### src/core/pci_pkg.sv
// Package with register map, field layout and reset values of the pin change interrupt block.
package pci_pkg;

  // ------------------------------------------------------------
  // Geometry
  // ------------------------------------------------------------
  localparam int unsigned PORT_COUNT = 3;
  localparam int unsigned PORT_WIDTH = 8;

  // ------------------------------------------------------------
  // Register byte addresses
  // ------------------------------------------------------------
  localparam logic [7:0] RISE_A_ADDR  = 8'h00;
  localparam logic [7:0] RISE_B_ADDR  = 8'h04;
  localparam logic [7:0] RISE_C_ADDR  = 8'h08;
  localparam logic [7:0] FALL_A_ADDR  = 8'h0c;
  localparam logic [7:0] FALL_B_ADDR  = 8'h10;
  localparam logic [7:0] FALL_C_ADDR  = 8'h14;
  localparam logic [7:0] FLAG_A_ADDR  = 8'h18;
  localparam logic [7:0] FLAG_B_ADDR  = 8'h1c;
  localparam logic [7:0] FLAG_C_ADDR  = 8'h20;
  localparam logic [7:0] CTRL_ADDR    = 8'h24;
  localparam logic [7:0] IRQ_STAT_ADDR = 8'h28;
  localparam logic [7:0] IRQ_MASK_ADDR = 8'h2c;
  localparam logic [7:0] PIN_ADDR_BASE = 8'h30;

  // ------------------------------------------------------------
  // Control register fields
  // ------------------------------------------------------------
  localparam int unsigned CTRL_MASTER_EN_BIT = 0;
  localparam int unsigned CTRL_SUMMARY_BIT   = 1;
  localparam int unsigned CTRL_SLEEP_BIT     = 2;

  // Interrupt status layout: bit 0 edge seen, bit 1 wake event.
  localparam int unsigned STAT_WIDTH    = 2;
  localparam int unsigned STAT_EDGE_BIT = 0;
  localparam int unsigned STAT_WAKE_BIT = 1;

  // ------------------------------------------------------------
  // Reset values
  // ------------------------------------------------------------
  localparam logic [7:0]            ENABLE_RESET = 8'h00;
  localparam logic [7:0]            FLAG_RESET   = 8'h00;
  localparam logic [STAT_WIDTH-1:0] STAT_RESET   = 2'h0;
  localparam logic [STAT_WIDTH-1:0] MASK_RESET   = 2'h0;

endpackage

### src/core/pci_top.sv
// Pin change interrupt controller with APB register slave.
//
// Design decisions made here: the register addresses and register access over APB.
`timescale 1ns/1ps

// Overview of operation
// - Every pin of all three ports can be set up alone as change detector.
// - Without master enable, edges still set flags and the edge status bit, but raise no change_irq.
// - Rising detector per pin works only while its rising enable bit is set.
// - Falling detector per pin works only while its falling enable bit is set.
// - Both enables set make the pin react to either edge direction.
// - Enabled edge sets the pin flag; requests interrupt if master enabled.
// - Summary flag is high exactly while any pin flag is set.
// - Writing zero to a pin flag clears it.
// - An edge during a flag write leaves that flag set, whatever is written.
// - Enabled edge wakes the device from sleep when master enable is set.
// - Edge during sleep is in the flag register in the same cycle that wake is signalled.
module pci_top (
  // Clock, reset and clock enable
  input  wire logic        mclk,
  input  wire logic        reset,
  input  wire logic        clk_en,
  // APB slave
  input  wire logic        psel,
  input  wire logic        penable,
  input  wire logic        pwrite,
  input  wire logic [7:0]  paddr,
  input  wire logic [31:0] pwdata,
  output logic             pready,
  output logic [31:0]      prdata,
  output logic             pslverr,
  // Port pins and sleep state
  input  wire logic [7:0]  port_a_pins,
  input  wire logic [7:0]  port_b_pins,
  input  wire logic [7:0]  port_c_pins,
  input  wire logic        cpu_asleep,
  // Requests
  output logic             change_irq,
  output logic             wake_req,
  output logic             irq
);

  // ------------------------------------------------------------
  // State
  // ------------------------------------------------------------
  typedef logic [2:0][7:0] pci_bank_type;

  typedef struct packed {
    pci_bank_type                        sync1;
    pci_bank_type                        sync2;
    pci_bank_type                        prev;
    pci_bank_type                        rise_en;
    pci_bank_type                        fall_en;
    pci_bank_type                        flags;
    logic                                master_en;
    logic [pci_pkg::STAT_WIDTH-1:0]      stat;
    logic [pci_pkg::STAT_WIDTH-1:0]      mask;
    logic                                pready;
    logic [31:0]                         prdata;
    logic                                pslverr;
    logic                                change_irq;
    logic                                wake_req;
    logic                                irq;
  } pci_state_type;

  pci_state_type state_ff;
  pci_state_type nxt_state;

  // Decodes a flag, rise or fall register address to its port index, or 3 if none.
  function automatic logic [1:0] port_of(input logic [7:0] addr, input logic [7:0] base);
    logic [1:0] idx;
    idx = 2'h3;
    if (addr == base) begin
      idx = 2'h0;
    end else if (addr == base + 8'h04) begin
      idx = 2'h1;
    end else if (addr == base + 8'h08) begin
      idx = 2'h2;
    end
    return idx;
  endfunction

  // ------------------------------------------------------------
  // Bus decode
  // ------------------------------------------------------------
  logic         apb_access;
  logic         wr_en;
  logic         rd_en;
  pci_bank_type edge_hit;
  logic [1:0]   flag_port;
  logic [1:0]   rise_port;
  logic [1:0]   fall_port;

  // Only the first access cycle counts: the registered pready ends it after one wait state.
  assign apb_access = psel && penable && !state_ff.pready;
  assign wr_en      = apb_access && pwrite;
  assign rd_en      = apb_access && !pwrite;
  assign flag_port  = port_of(paddr, pci_pkg::FLAG_A_ADDR);
  assign rise_port  = port_of(paddr, pci_pkg::RISE_A_ADDR);
  assign fall_port  = port_of(paddr, pci_pkg::FALL_A_ADDR);

  // ------------------------------------------------------------
  // Edge detection
  // ------------------------------------------------------------
  // Each pin compares its synchronised level with last cycle's level.
  genvar gp;
  generate
    for (gp = 0; gp < pci_pkg::PORT_COUNT; gp++) begin : g_port
      assign edge_hit[gp] =
          (state_ff.sync2[gp] & ~state_ff.prev[gp] & state_ff.rise_en[gp])
        | (~state_ff.sync2[gp] & state_ff.prev[gp] & state_ff.fall_en[gp]);
    end
  endgenerate

  // ------------------------------------------------------------
  // Next state
  // ------------------------------------------------------------
  always_comb begin
    logic any_edge;
    logic any_flag;
    logic summary;
    any_edge  = 1'b0;
    any_flag  = 1'b0;
    summary   = 1'b0;
    nxt_state = state_ff;
    nxt_state.sync1 = {port_c_pins, port_b_pins, port_a_pins};
    nxt_state.sync2 = state_ff.sync1;
    nxt_state.prev  = state_ff.sync2;
    nxt_state.pready  = apb_access;
    nxt_state.pslverr = 1'b0;
    nxt_state.prdata  = 32'h0000_0000;
    any_edge = |edge_hit;

    if (wr_en) begin
      if (rise_port != 2'h3) begin
        nxt_state.rise_en[rise_port] = pwdata[7:0];
      end else if (fall_port != 2'h3) begin
        nxt_state.fall_en[fall_port] = pwdata[7:0];
      end else if (flag_port != 2'h3) begin
        nxt_state.flags[flag_port] = state_ff.flags[flag_port] & pwdata[7:0];
      end else if (paddr == pci_pkg::CTRL_ADDR) begin
        nxt_state.master_en = pwdata[pci_pkg::CTRL_MASTER_EN_BIT];
      end else if (paddr == pci_pkg::IRQ_MASK_ADDR) begin
        nxt_state.mask = pwdata[pci_pkg::STAT_WIDTH-1:0];
      end else if (paddr != pci_pkg::IRQ_STAT_ADDR) begin
        nxt_state.pslverr = 1'b1;
      end
    end

    if (rd_en) begin
      if (rise_port != 2'h3) begin
        nxt_state.prdata = {24'h00_0000, state_ff.rise_en[rise_port]};
      end else if (fall_port != 2'h3) begin
        nxt_state.prdata = {24'h00_0000, state_ff.fall_en[fall_port]};
      end else if (flag_port != 2'h3) begin
        nxt_state.prdata = {24'h00_0000, state_ff.flags[flag_port]};
      end else if (paddr == pci_pkg::CTRL_ADDR) begin
        nxt_state.prdata[pci_pkg::CTRL_MASTER_EN_BIT] = state_ff.master_en;
        nxt_state.prdata[pci_pkg::CTRL_SUMMARY_BIT]   = |state_ff.flags;
        nxt_state.prdata[pci_pkg::CTRL_SLEEP_BIT]     = cpu_asleep;
      end else if (paddr == pci_pkg::IRQ_STAT_ADDR) begin
        nxt_state.prdata = {30'h0000_0000, state_ff.stat};
        nxt_state.stat   = pci_pkg::STAT_RESET;
      end else if (paddr == pci_pkg::IRQ_MASK_ADDR) begin
        nxt_state.prdata = {30'h0000_0000, state_ff.mask};
      end else begin
        nxt_state.pslverr = 1'b1;
      end
    end

    // Edges are merged after the write so a set always beats a clear.
    nxt_state.flags = nxt_state.flags | edge_hit;
    if (any_edge) begin
      nxt_state.stat[pci_pkg::STAT_EDGE_BIT] = 1'b1;
    end
    if (any_edge && cpu_asleep && state_ff.master_en) begin
      nxt_state.stat[pci_pkg::STAT_WAKE_BIT] = 1'b1;
    end

    any_flag = |nxt_state.flags;
    summary  = any_flag;
    // Registered from the next flag value so the request and summary move together.
    nxt_state.change_irq = summary && nxt_state.master_en;
    // Wake rises with the flag itself, never before it is visible.
    nxt_state.wake_req = cpu_asleep && nxt_state.master_en && summary;
    nxt_state.irq = |(nxt_state.stat & nxt_state.mask);
  end

  // ------------------------------------------------------------
  // Register update
  // ------------------------------------------------------------
  // Reset wins over a low clock enable, so the block always comes up clean.
  always_ff @(posedge mclk) begin
    if (reset) begin
      state_ff            <= '0;
      state_ff.rise_en    <= {3{pci_pkg::ENABLE_RESET}};
      state_ff.fall_en    <= {3{pci_pkg::ENABLE_RESET}};
      state_ff.flags      <= {3{pci_pkg::FLAG_RESET}};
      state_ff.stat       <= pci_pkg::STAT_RESET;
      state_ff.mask       <= pci_pkg::MASK_RESET;
    end else if (clk_en) begin
      state_ff <= nxt_state;
    end
  end

  // ------------------------------------------------------------
  // Outputs
  // ------------------------------------------------------------
  assign pready     = state_ff.pready;
  assign prdata     = state_ff.prdata;
  assign pslverr    = state_ff.pslverr;
  assign change_irq = state_ff.change_irq;
  assign wake_req   = state_ff.wake_req;
  assign irq        = state_ff.irq;
endmodule

### config.mk
export PLATFORM = sky130hd
export DESIGN_NAME = pci_top
export DESIGN_NICKNAME = d
export VERILOG_FILES = /design/src/core/pci_pkg.sv /design/src/core/pci_top.sv
export SDC_FILE = /design/constraint.sdc
export NUM_CORES = 1
export LEC_CHECK = 0
export BUFFER_PORTS_ARGS = -buffer_cell sky130_fd_sc_hd__buf_2
export CORE_MARGIN = 2
export CORE_UTILIZATION = 55
export DETAILED_ROUTE_END_ITERATION = 12
export HOLD_SLACK_MARGIN = 0.15
export PLACE_DENSITY = 0.79
export SLEW_MARGIN = 5
export SYNTH_ARGS = -nofsm -noshare
export SYNTH_HDL_FRONTEND = slang
export SYNTH_SLANG_ARGS = --single-unit
export TNS_END_PERCENT = 100
### constraint.sdc
create_clock -name mclk -period 5.2 [get_ports mclk]
set_clock_uncertainty 0.05 [all_clocks]
set_input_delay 0.52 -clock mclk [delete_from_list [all_inputs] [get_ports mclk]]
set_output_delay 0.52 -clock mclk [all_outputs]
set_load 0.005 [all_outputs]
==> impl_metrics.py, run 1 <==
metrics = {
    "run_status": {
        "outcome": "complete, no violations",
    },
    "setup_path": {
        "cp-start-kind": "input pin",
        "rr_worst_depth": 8,
        "r2r_end": "wake_req",
        "crit_start": "paddr[7]",
        "critPathKind": "in -> reg",
        "critPathMaxFanout": 15,
        "ff2ff_setup_slack_ps": 2290,
        "required_ps": 5460,
        "crit_path_end_kind": "flop",
        "critPathCapture": "wake_req",
        "critPathArrivalTime_ps": 3240,
        "reg2reg_from": "state_ff[136]",
    },
    "floorplanning": {
        "die_h_um": 124,
        "rows": 43,
        "core_um2": 14000,
        "dieArea_um2": 15500,
        "die_x_um": 124,
        "io_pins": 108,
        "initial_core_util": 0.568,
    },
    "sta": {
        "min_period_over_period": 0.574,
        "worst_slack_ps": 2220,
        "fmax_ghz": 0.335,
        "drv_slew": 0,
        "min_period_ps": 2980,
        "slew_headroom": 0.315,
        "setup_tns_ps": 0,
        "setup_viol": 0,
        "worst_slew_pin_slew_ps": 1020,
        "finalHoldViolations": 0,
        "grt_setup_unrepaired": "no",
    },
    "global_routing": {
        "grt_max_degree": 89,
        "grt_pass1_wl_um": 36500,
        "grt-ovfl-total": 0,
        "grt_usage": 0.297,
        "grt_pass1_vias": 6719,
        "antenna_found_initial": 0,
    },
    "drt": {
        "top_layer": "met4",
        "drc_errors": 0,
        "dr.pass1.iters": 8,
        "wl_um": 23700,
        "routed_via_density": 6.20,
        "dr_wl_met3_um": 2000,
        "dr_wl_met2_um": 10700,
        "wl_met1_um": 9700,
        "drt_iter0_drc": 823,
        "drt-wirelength-per-cell_um": 19.6,
        "ant_nets": 0,
        "num_vias": 7475,
    },
    "yosys": {
        "ys.warnings.count": 0,
        "synth_top_area_share": 0.407,
        "ys.flop_type": "dfxtp_1",
        "ys_top_cells_by_area": "dfxtp_1 (41%), mux2i_1 (11%), nor2_1 (7.9%)",
        "yosysTopAreaCell": "dfxtp_1",
        "ys_types": 61,
        "avgSynthCellArea_um2": 8.00,
        "synthArstFlopShare": 0,
        "ys_seq_area_frac": 0.407,
        "synth_edf_count": 0,
        "netlist_area_um2": 7970,
        "ys_ff_latch": 162,
        "syn_inst": 997,
    },
    "power": {
        "powerDensity_nw_per_um2": 310,
        "power.leakage_nw": 3.43,
        "vdd_ir_drop_max_mv": 0.306,
        "power_mw": 2.71,
    },
    "place": {
        "gp_congestion": 1.01,
        "dp_hpwl_um": 16700,
        "postPlaceCellArea_um2": 8140,
        "portBuffers": 59,
        "dp_slack_ps": 1900,
    },
    "final_layout": {
        "syn_to_final_growth_pct": 9.57,
        "diodes": 0,
        "design_area_um2": 8730,
        "drive_gt1_frac": 0.108,
        "nets": 1084,
        "multiInputGateArea_um2": 4300,
        "fillCellCount": 1227,
        "ff_latch_area_um2": 3240,
    },
    "clock_tree": {
        "cts_tree": "built",
        "clock-sinks": 162,
        "clk_latency_ps": 420,
        "post_cts_buffers": 0,
        "cts.clk_slew.worst_paths_ps": 70,
        "cts_max_path_buffers": 2,
        "cts_buffers": 17,
        "cts_root_buf": "clkbuf_16",
        "cts.hold.buffers_added": 0,
        "cts-resized-gates": 0,
        "h-tree-depth": 4,
    },
    "min_path": {
        "hold_path_class": "in -> reg",
    },
    "run": {
        "maxCapViolations": 0,
    },
}
[cells in the final DEF, fill, tap and decap left out, drive strengths merged, types with 4 or more instances in the layout]
master,count
nor2,168
dfxtp,162
nand2,150
mux2i,89
a21oi,71
buf,64
o21ai,52
nand3b,26
conb,24
o22ai,19
clkbuf,19
nor3,18
inv,14
nand3,13
nor4,13
o21bai,9
a211oi,7
and3,6
a221oi,6
and2,6
a31oi,5
o2111ai,5
or4,5
nand4,5
clkinv,5
a32oi,4
or2,4
o21a,4
o32ai,4
[cell usage after synthesis (5+ instances only)]
cell	n
nand3_1	13
and3_1	6
nand2_1	150
o21bai_1	9
buf_1	11
nor2_1	168
buf_4	35
mux2i_1	89
nor4_1	11
inv_1	10
or4_1	5
nor3_1	18
a21oi_1	71
clkbuf_1	38
nand3b_1	26
a31oi_1	5
dfxtp_1	162
o21ai_0	51
o2111ai_1	5
a221oi_1	5
a211oi_1	7
o22ai_1	19
[state kept, by name (all words and copies together) (netlist names)]
register    cells
prdata          8
change_irq      1
pready          1
irq             1
pslverr         1
state_ff      101
wake_req        1
nxt_state      48
[metal layers]
metal	GRT usage	vias to the layer above
met4	0.155	0
met3	0.0726	102
met1	0.378	3484
met2	0.468	402
met5	0	-
li1	-	3487
[worst max-delay path, cell delays in order]
cell and delay [ps]:
buf_2 150, nor4b_4 760, nand3_1 490, a211o_1 400, a31oi_1 140, a41oi_1 70
nor4_1 350, a21oi_1 160, a22o_1 210
[metrics by stage]
step | util | cells | hold WS, ps
floorplan | - | 1020 | 391
global placement | 0.580 | 1174 | 390
detailed placement | 0.580 | 1174 | 393
CTS | 0.622 | 1205 | 279
global route | 0.622 | 1205 | 282
finish | 0.622 | 1205 | 279
[layout make-up]
type | instances | share of cell area
clock buffers | 19 | 0.0507
clock inverters | 12 | 0.0169
inverters | 10 | 0.00430
multi-input cells | 758 | 0.492
flip-flops and latches | 162 | 0.371
well taps | 180 | 0.0258
repair buffers | 64 | 0.0387
[how the worst min path moves through the flow]
stage	depth (start not counted)	end	slack, ps	startpoint
after detailed placement	1	change_irq	390	change_irq
after floorplan	2	prdata[5]	390	prdata[5]
after global routing	3	nxt_state[140]	280	port_a_pins[2]
after CTS	3	nxt_state[153]	280	port_b_pins[7]
final	3	nxt_state[142]	280	port_a_pins[4]
after global placement	1	change_irq	390	change_irq
[power by group]
part / leakage (nW) / switching, mW / internal [mW] / total (mW)
clock network: 0.288 / 0.532 / 0.729 / 1.26
registers: 1.31 / 0.0169 / 1.26 / 1.28
logic: 1.83 / 0.109 / 0.0580 / 0.167
[cells by family (layout without fill, tap and decap cells)]
logic type             after synthesis  after routing  share of synthesized area
other                                1             24                   0.000470
muxes                               91             91                      0.115
AOI/OAI and AO/OA                  213            213                      0.167
buffers and inverters              100            105                     0.0645
and+or+nand+nor                    430            430                      0.247
DFF                                162            162                      0.407
(Power assumes the default switching activity.)
==> run 2: changes to the inputs <==
clock period = 3.1 ns   (was 5.2 ns; I/O delays follow)
==> run 2 against run 1 <==
Register-to-register slack worse by 2000 ps. Worst hold slack worse by 100 ps. Sequential power is 68% higher. Die area stayed put. Critical path type is now reg -> reg.
==> impl_metrics.py, run 2 (synthesis gave the netlist of run 1 again) <==
metrics = {
    "sta": {
        "worst_slew_pin_slew_ps": 803,
        "min_period_ps": 2780,
        "finalHoldViolations": 0,
        "setup_viol": 0,
        "slew_headroom": 0.465,
        "setup_tns_ps": 0,
        "fmax_ghz": 0.360,
        "grt_setup_unrepaired": "no",
        "drv_slew": 0,
        "worst_slack_ps": 324,
        "min_period_over_period": 0.895,
    },
    "setup_path": {
        "crit_chain": "o21ai_0 > nor4_1 > nand4_1 > or4_1 > nor4_1 > buf_4 > a21oi_1 > a22o_1",
        "cp_top_family": "simple AND/OR/NAND/NOR gates",
        "rr_worst_depth": 8,
        "required_ps": 3370,
        "crit_slowest_cell": "or4_1",
        "slowest_delay_ps": 660,
        "r2r_end": "wake_req",
        "critPathKind": "reg -> reg",
        "reg2reg_from": "nxt_state[128]",
        "ff2ff_setup_slack_ps": 320,
        "crit_top_cell": "nor4_1",
        "crit_path_end_kind": "flop",
        "critPathMaxFanout": 4,
        "critical_path_buf_inv_count": 1,
        "critPathArrivalTime_ps": 3050,
        "cp-start-kind": "flop",
    },
    "final_layout": {
        "nets": 1135,
        "final_cell_mix": "nor2_1 (168), dfxtp_1 (162), nand2_1 (150)",
        "final_util": 0.654,
        "regMostFlops": "state_ff",
        "final_common_cell": "nor2_1",
        "drive_gt1_frac": 0.128,
        "design_area_um2": 9190,
        "largest_register_ffs": 101,
        "syn_to_final_growth_pct": 15.3,
        "diodes": 0,
    },
    "run": {
        "maxCapViolations": 0,
    },
    "place": {
        "postPlaceCellArea_um2": 8350,
        "gp_congestion": 0.985,
        "portBuffers": 59,
        "dp_hpwl_um": 17100,
        "dp_slack_ps": 384,
    },
    "min_path": {
        "worstHoldStart": "pwdata[7]",
        "whs_endpoint": "state_ff[105]",
        "min_path_cells": 3,
        "hold_path_class": "in -> reg",
    },
    "floorplanning": {
        "rows": 43,
        "core_um2": 14000,
        "die_h_um": 124,
        "initial_core_util": 0.568,
        "dieArea_um2": 15500,
        "io_pins": 108,
        "die_x_um": 124,
    },
    "global_routing": {
        "grt_max_degree": 112,
        "grt_pass1_vias": 6935,
        "grt-ovfl-total": 0,
        "antenna_found_initial": 0,
        "grt_pass1_wl_um": 37300,
        "grt_usage": 0.307,
    },
    "clock_tree": {
        "clock-sinks": 162,
        "cts_max_path_buffers": 2,
        "h-tree-depth": 4,
        "cts_root_buf": "clkbuf_16",
        "cts.clk_slew.worst_paths_ps": 70,
        "cts_buffers": 17,
        "cts_tree": "built",
        "clk_latency_ps": 440,
    },
    "drt": {
        "drc_errors": 0,
        "wl_um": 24400,
        "dr.pass1.iters": 5,
        "num_vias": 7637,
        "routed_via_density": 6.08,
        "drt_iter0_drc": 871,
        "drt-wirelength-per-cell_um": 19.4,
        "ant_nets": 0,
    },
    "power": {
        "vdd_ir_drop_max_mv": 0.591,
        "power.leakage_nw": 3.66,
        "powerDensity_nw_per_um2": 498,
        "power_mw": 4.57,
    },
    "run_status": {
        "outcome": "complete, no violations",
    },
}
[run 2: cell types whose count changed in the layout (fill, tap and decap cells not counted)]
| cell | delta |
|---|---|
| inv_8 | +1 |
| dlygate4sd3_1 | +25 |
| clkinv_8 | +1 |
| buf_4 | +25 |
| buf_12 | +1 |
| bufinv_16 | -1 |
[run 2: how the worst max path moves through the flow]
stage	to	slack, ps	start	depth (start not counted)
floorplan	wake_req	750	paddr[7]	9
global placement	wake_req	400	state_ff[116]	9
detailed placement	wake_req	380	state_ff[116]	9
CTS	wake_req	350	state_ff[116]	9
global route	wake_req	190	state_ff[132]	9
finish	wake_req	320	nxt_state[128]	8
[run 2: layout make-up]
type                            count  area (µm²)
Sequential cell                   162        3240
Clock buffer                       19         443
Multi-Input combinational cell    758        4300
Clock inverter                     13         145
Timing Repair Buffer              115         796
Tap cell                          180         225
Fill cell                        1168        4850
Inverter                           10        37.5
[run 2: layer usage]
metal | global-route usage | up-vias | share of wire
met4 | 0.158 | 0 | 0.049
met2 | 0.498 | 373 | 0.46
met1 | 0.383 | 3599 | 0.41
li1 | - | 3578 | -
met5 | 0 | - | 0
met3 | 0.0666 | 87 | 0.081
[run 2: what timing repair did]
action	CTS	global route
endpoints found under the setup margin	0	0
setup buffers	0	0
resized for setup	0	0
hold endpoints to repair	25	0
hold buffers	25	0
[run 2: metrics by stage]
stage / hold WS (ps) / instances
global route: 174 / 1257
floorplan: 385 / 1020
CTS: 162 / 1257
global placement: 386 / 1200
finish: 176 / 1257
detailed placement: 391 / 1200
[run 2: power by group]
part	switching [mW]	total, mW	internal, mW
clock	0.948	2.11	1.16
sequential	0.0291	2.15	2.12
combinational	0.194	0.318	0.124
total	1.17	4.57	3.40
[run 2: tightest hold or removal path, delay by kind of cell]
kind,cells,cell delay (ps)
buffers and inverters,1,170
and+or+nand+nor,1,80
AOI/OAI and AO/OA,1,50
==> run 3: changes to the inputs <==
CTS_BUF_LIST = sky130_fd_sc_hd__clkbuf_8   (was not set)
MAX_ROUTING_LAYER = met4   (was not set)
==> run 3 against run 2 <==
Final cell count is 0.64% higher. Register-to-register slack lost 90 ps. Highest routed layer unchanged. Design area down 1.4%.
==> impl_metrics.py, run 3 (synthesis gave the netlist of run 1 again) <==
metrics = {
    "run_status": {
        "outcome": "complete, no violations",
    },
    "clock_tree": {
        "cts_root_buf": "clkbuf_8",
        "cts_buffers": 17,
        "cts_tree": "built",
        "cts.clk_slew.worst_paths_ps": 90,
        "cts-resized-gates": 0,
        "cts_max_path_buffers": 2,
        "h-tree-depth": 4,
        "clk_latency_ps": 480,
        "clock-sinks": 162,
    },
    "floorplanning": {
        "initial_core_util": 0.568,
        "dieArea_um2": 15500,
        "io_pins": 108,
        "rows": 43,
        "die_h_um": 124,
        "core_um2": 14000,
        "die_x_um": 124,
    },
    "setup_path": {
        "cp-start-kind": "flop",
        "critPathMaxFanout": 3,
        "crit_path_end_kind": "flop",
        "cp_top_family": "simple AND/OR/NAND/NOR gates",
        "critical_path_buf_inv_count": 1,
        "crit_slowest_cell": "or4_1",
        "ff2ff_setup_slack_ps": 230,
        "critPathArrivalTime_ps": 3190,
        "crit_chain": "nand3b_1 > o21ai_0 > nor4_1 > nand4_1 > or4_1 > nor4_1 > buf_4 > a21oi_1 > a22o_1",
        "r2r_end": "wake_req",
        "rr_worst_depth": 9,
        "critPathKind": "reg -> reg",
        "reg2reg_from": "state_ff[124]",
        "required_ps": 3420,
        "slowest_delay_ps": 650,
        "crit_top_cell": "nor4_1",
    },
    "min_path": {
        "hold_path_class": "in -> reg",
        "worstHoldStart": "pwdata[5]",
        "whs_endpoint": "state_ff[79]",
        "min_path_cells": 3,
    },
    "drt": {
        "drt-wirelength-per-cell_um": 19.7,
        "drc_errors": 0,
        "ant_nets": 0,
        "num_vias": 7629,
        "drt_iter0_drc": 800,
        "dr.pass1.iters": 6,
        "routed_via_density": 6.03,
        "wl_um": 24900,
    },
    "place": {
        "portBuffers": 59,
        "dp.cells": 1204,
        "dp_hpwl_um": 17800,
        "dp_slack_ps": 297,
        "gp_congestion": 1.00,
        "postPlaceCellArea_um2": 8380,
    },
    "sta": {
        "finalHoldViolations": 0,
        "fmax_ghz": 0.348,
        "min_period_over_period": 0.926,
        "setup_viol": 0,
        "worst_slack_ps": 230,
        "min_period_ps": 2870,
        "slew_headroom": 0.422,
        "setup_tns_ps": 0,
        "grt_setup_unrepaired": "no",
        "drv_slew": 0,
        "worst_slew_pin_slew_ps": 858,
    },
    "final_layout": {
        "regMostFlops": "state_ff",
        "final_common_cell": "nor2_1",
        "nets": 1143,
        "largest_register_ffs": 101,
        "design_area_um2": 9060,
        "finalNonFillerCells": 1265,
        "syn_to_final_growth_pct": 13.6,
        "drive_gt1_frac": 0.132,
        "final_cell_mix": "nor2_1 (168), dfxtp_1 (162), nand2_1 (150)",
        "diodes": 0,
    },
    "power": {
        "power.leakage_nw": 3.60,
        "power_mw": 4.00,
        "powerDensity_nw_per_um2": 442,
        "vdd_ir_drop_max_mv": 0.358,
    },
    "global_routing": {
        "grt_pass1_vias": 6931,
        "antenna_found_initial": 0,
        "grt_usage": 0.327,
        "grt_pass1_wl_um": 38400,
        "grt-ovfl-total": 0,
        "grt_max_degree": 94,
    },
    "run": {
        "maxCapViolations": 0,
    },
}
==> run 3: cell count changes in the layout (fill, tap and decap cells not counted), sizes merged <==
cell | before | now
inv | 15 | 14
dlygate4sd3 | 25 | 29
clkinvlp | 1 | 4
clkinv | 6 | 4
buf | 90 | 94
==> run 3: through the flow <==
stage           util  hold slack [ps]
2_1_floorplan      -              385
3_3_place_gp   0.597              398
3_5_place_dp   0.597              392
4_1_cts        0.645              155
5_1_grt        0.645              169
6_report       0.645              181
==> run 3: metal layers <==
layer  share of wire  vias up  global-route usage
met2            0.47      365               0.511
met4           0.055        0               0.183
met1            0.41     3559               0.396
met3           0.068       99              0.0662
li1                -     3606                   -
met5               0        -                   -
==> run 3: layout make-up <==
type,instances,area (µm²)
Tap cell,180,225
Multi-Input combinational cell,758,4300
Inverter,10,37.5
Clock inverter,13,125
Timing Repair Buffer,123,866
Clock buffer,19,262
Fill cell,1216,4980
Sequential cell,162,3240
==> run 3: tightest hold or removal path: cells and delay by family <==
kind            cells  cell delay, ps
compound gates      1              50
buf+inv             1             200
simple gates        1              90
==> run 3: worst max-delay path by stage <==
stage | start | endpoint | cells after the start
finish | state_ff[124] | wake_req | 9
floorplan | paddr[7] | wake_req | 9
detailed placement | state_ff[124] | wake_req | 9
global route | state_ff[124] | wake_req | 9
CTS | state_ff[124] | wake_req | 9
global placement | paddr[7] | wake_req | 11
==> run 3: timing repair <==
item | in CTS | in global routing
setup buffers | 0 | 0
endpoints found under the hold margin | 40 | 0
hold buffers | 29 | 0
==> run 3: power breakdown <==
part | total, mW | internal [mW] | leakage [nW] | switching (mW)
registers | 2.15 | 2.12 | 1.31 | 0.0281
clock network | 1.53 | 0.688 | 0.187 | 0.843
logic | 0.325 | 0.130 | 2.10 | 0.195
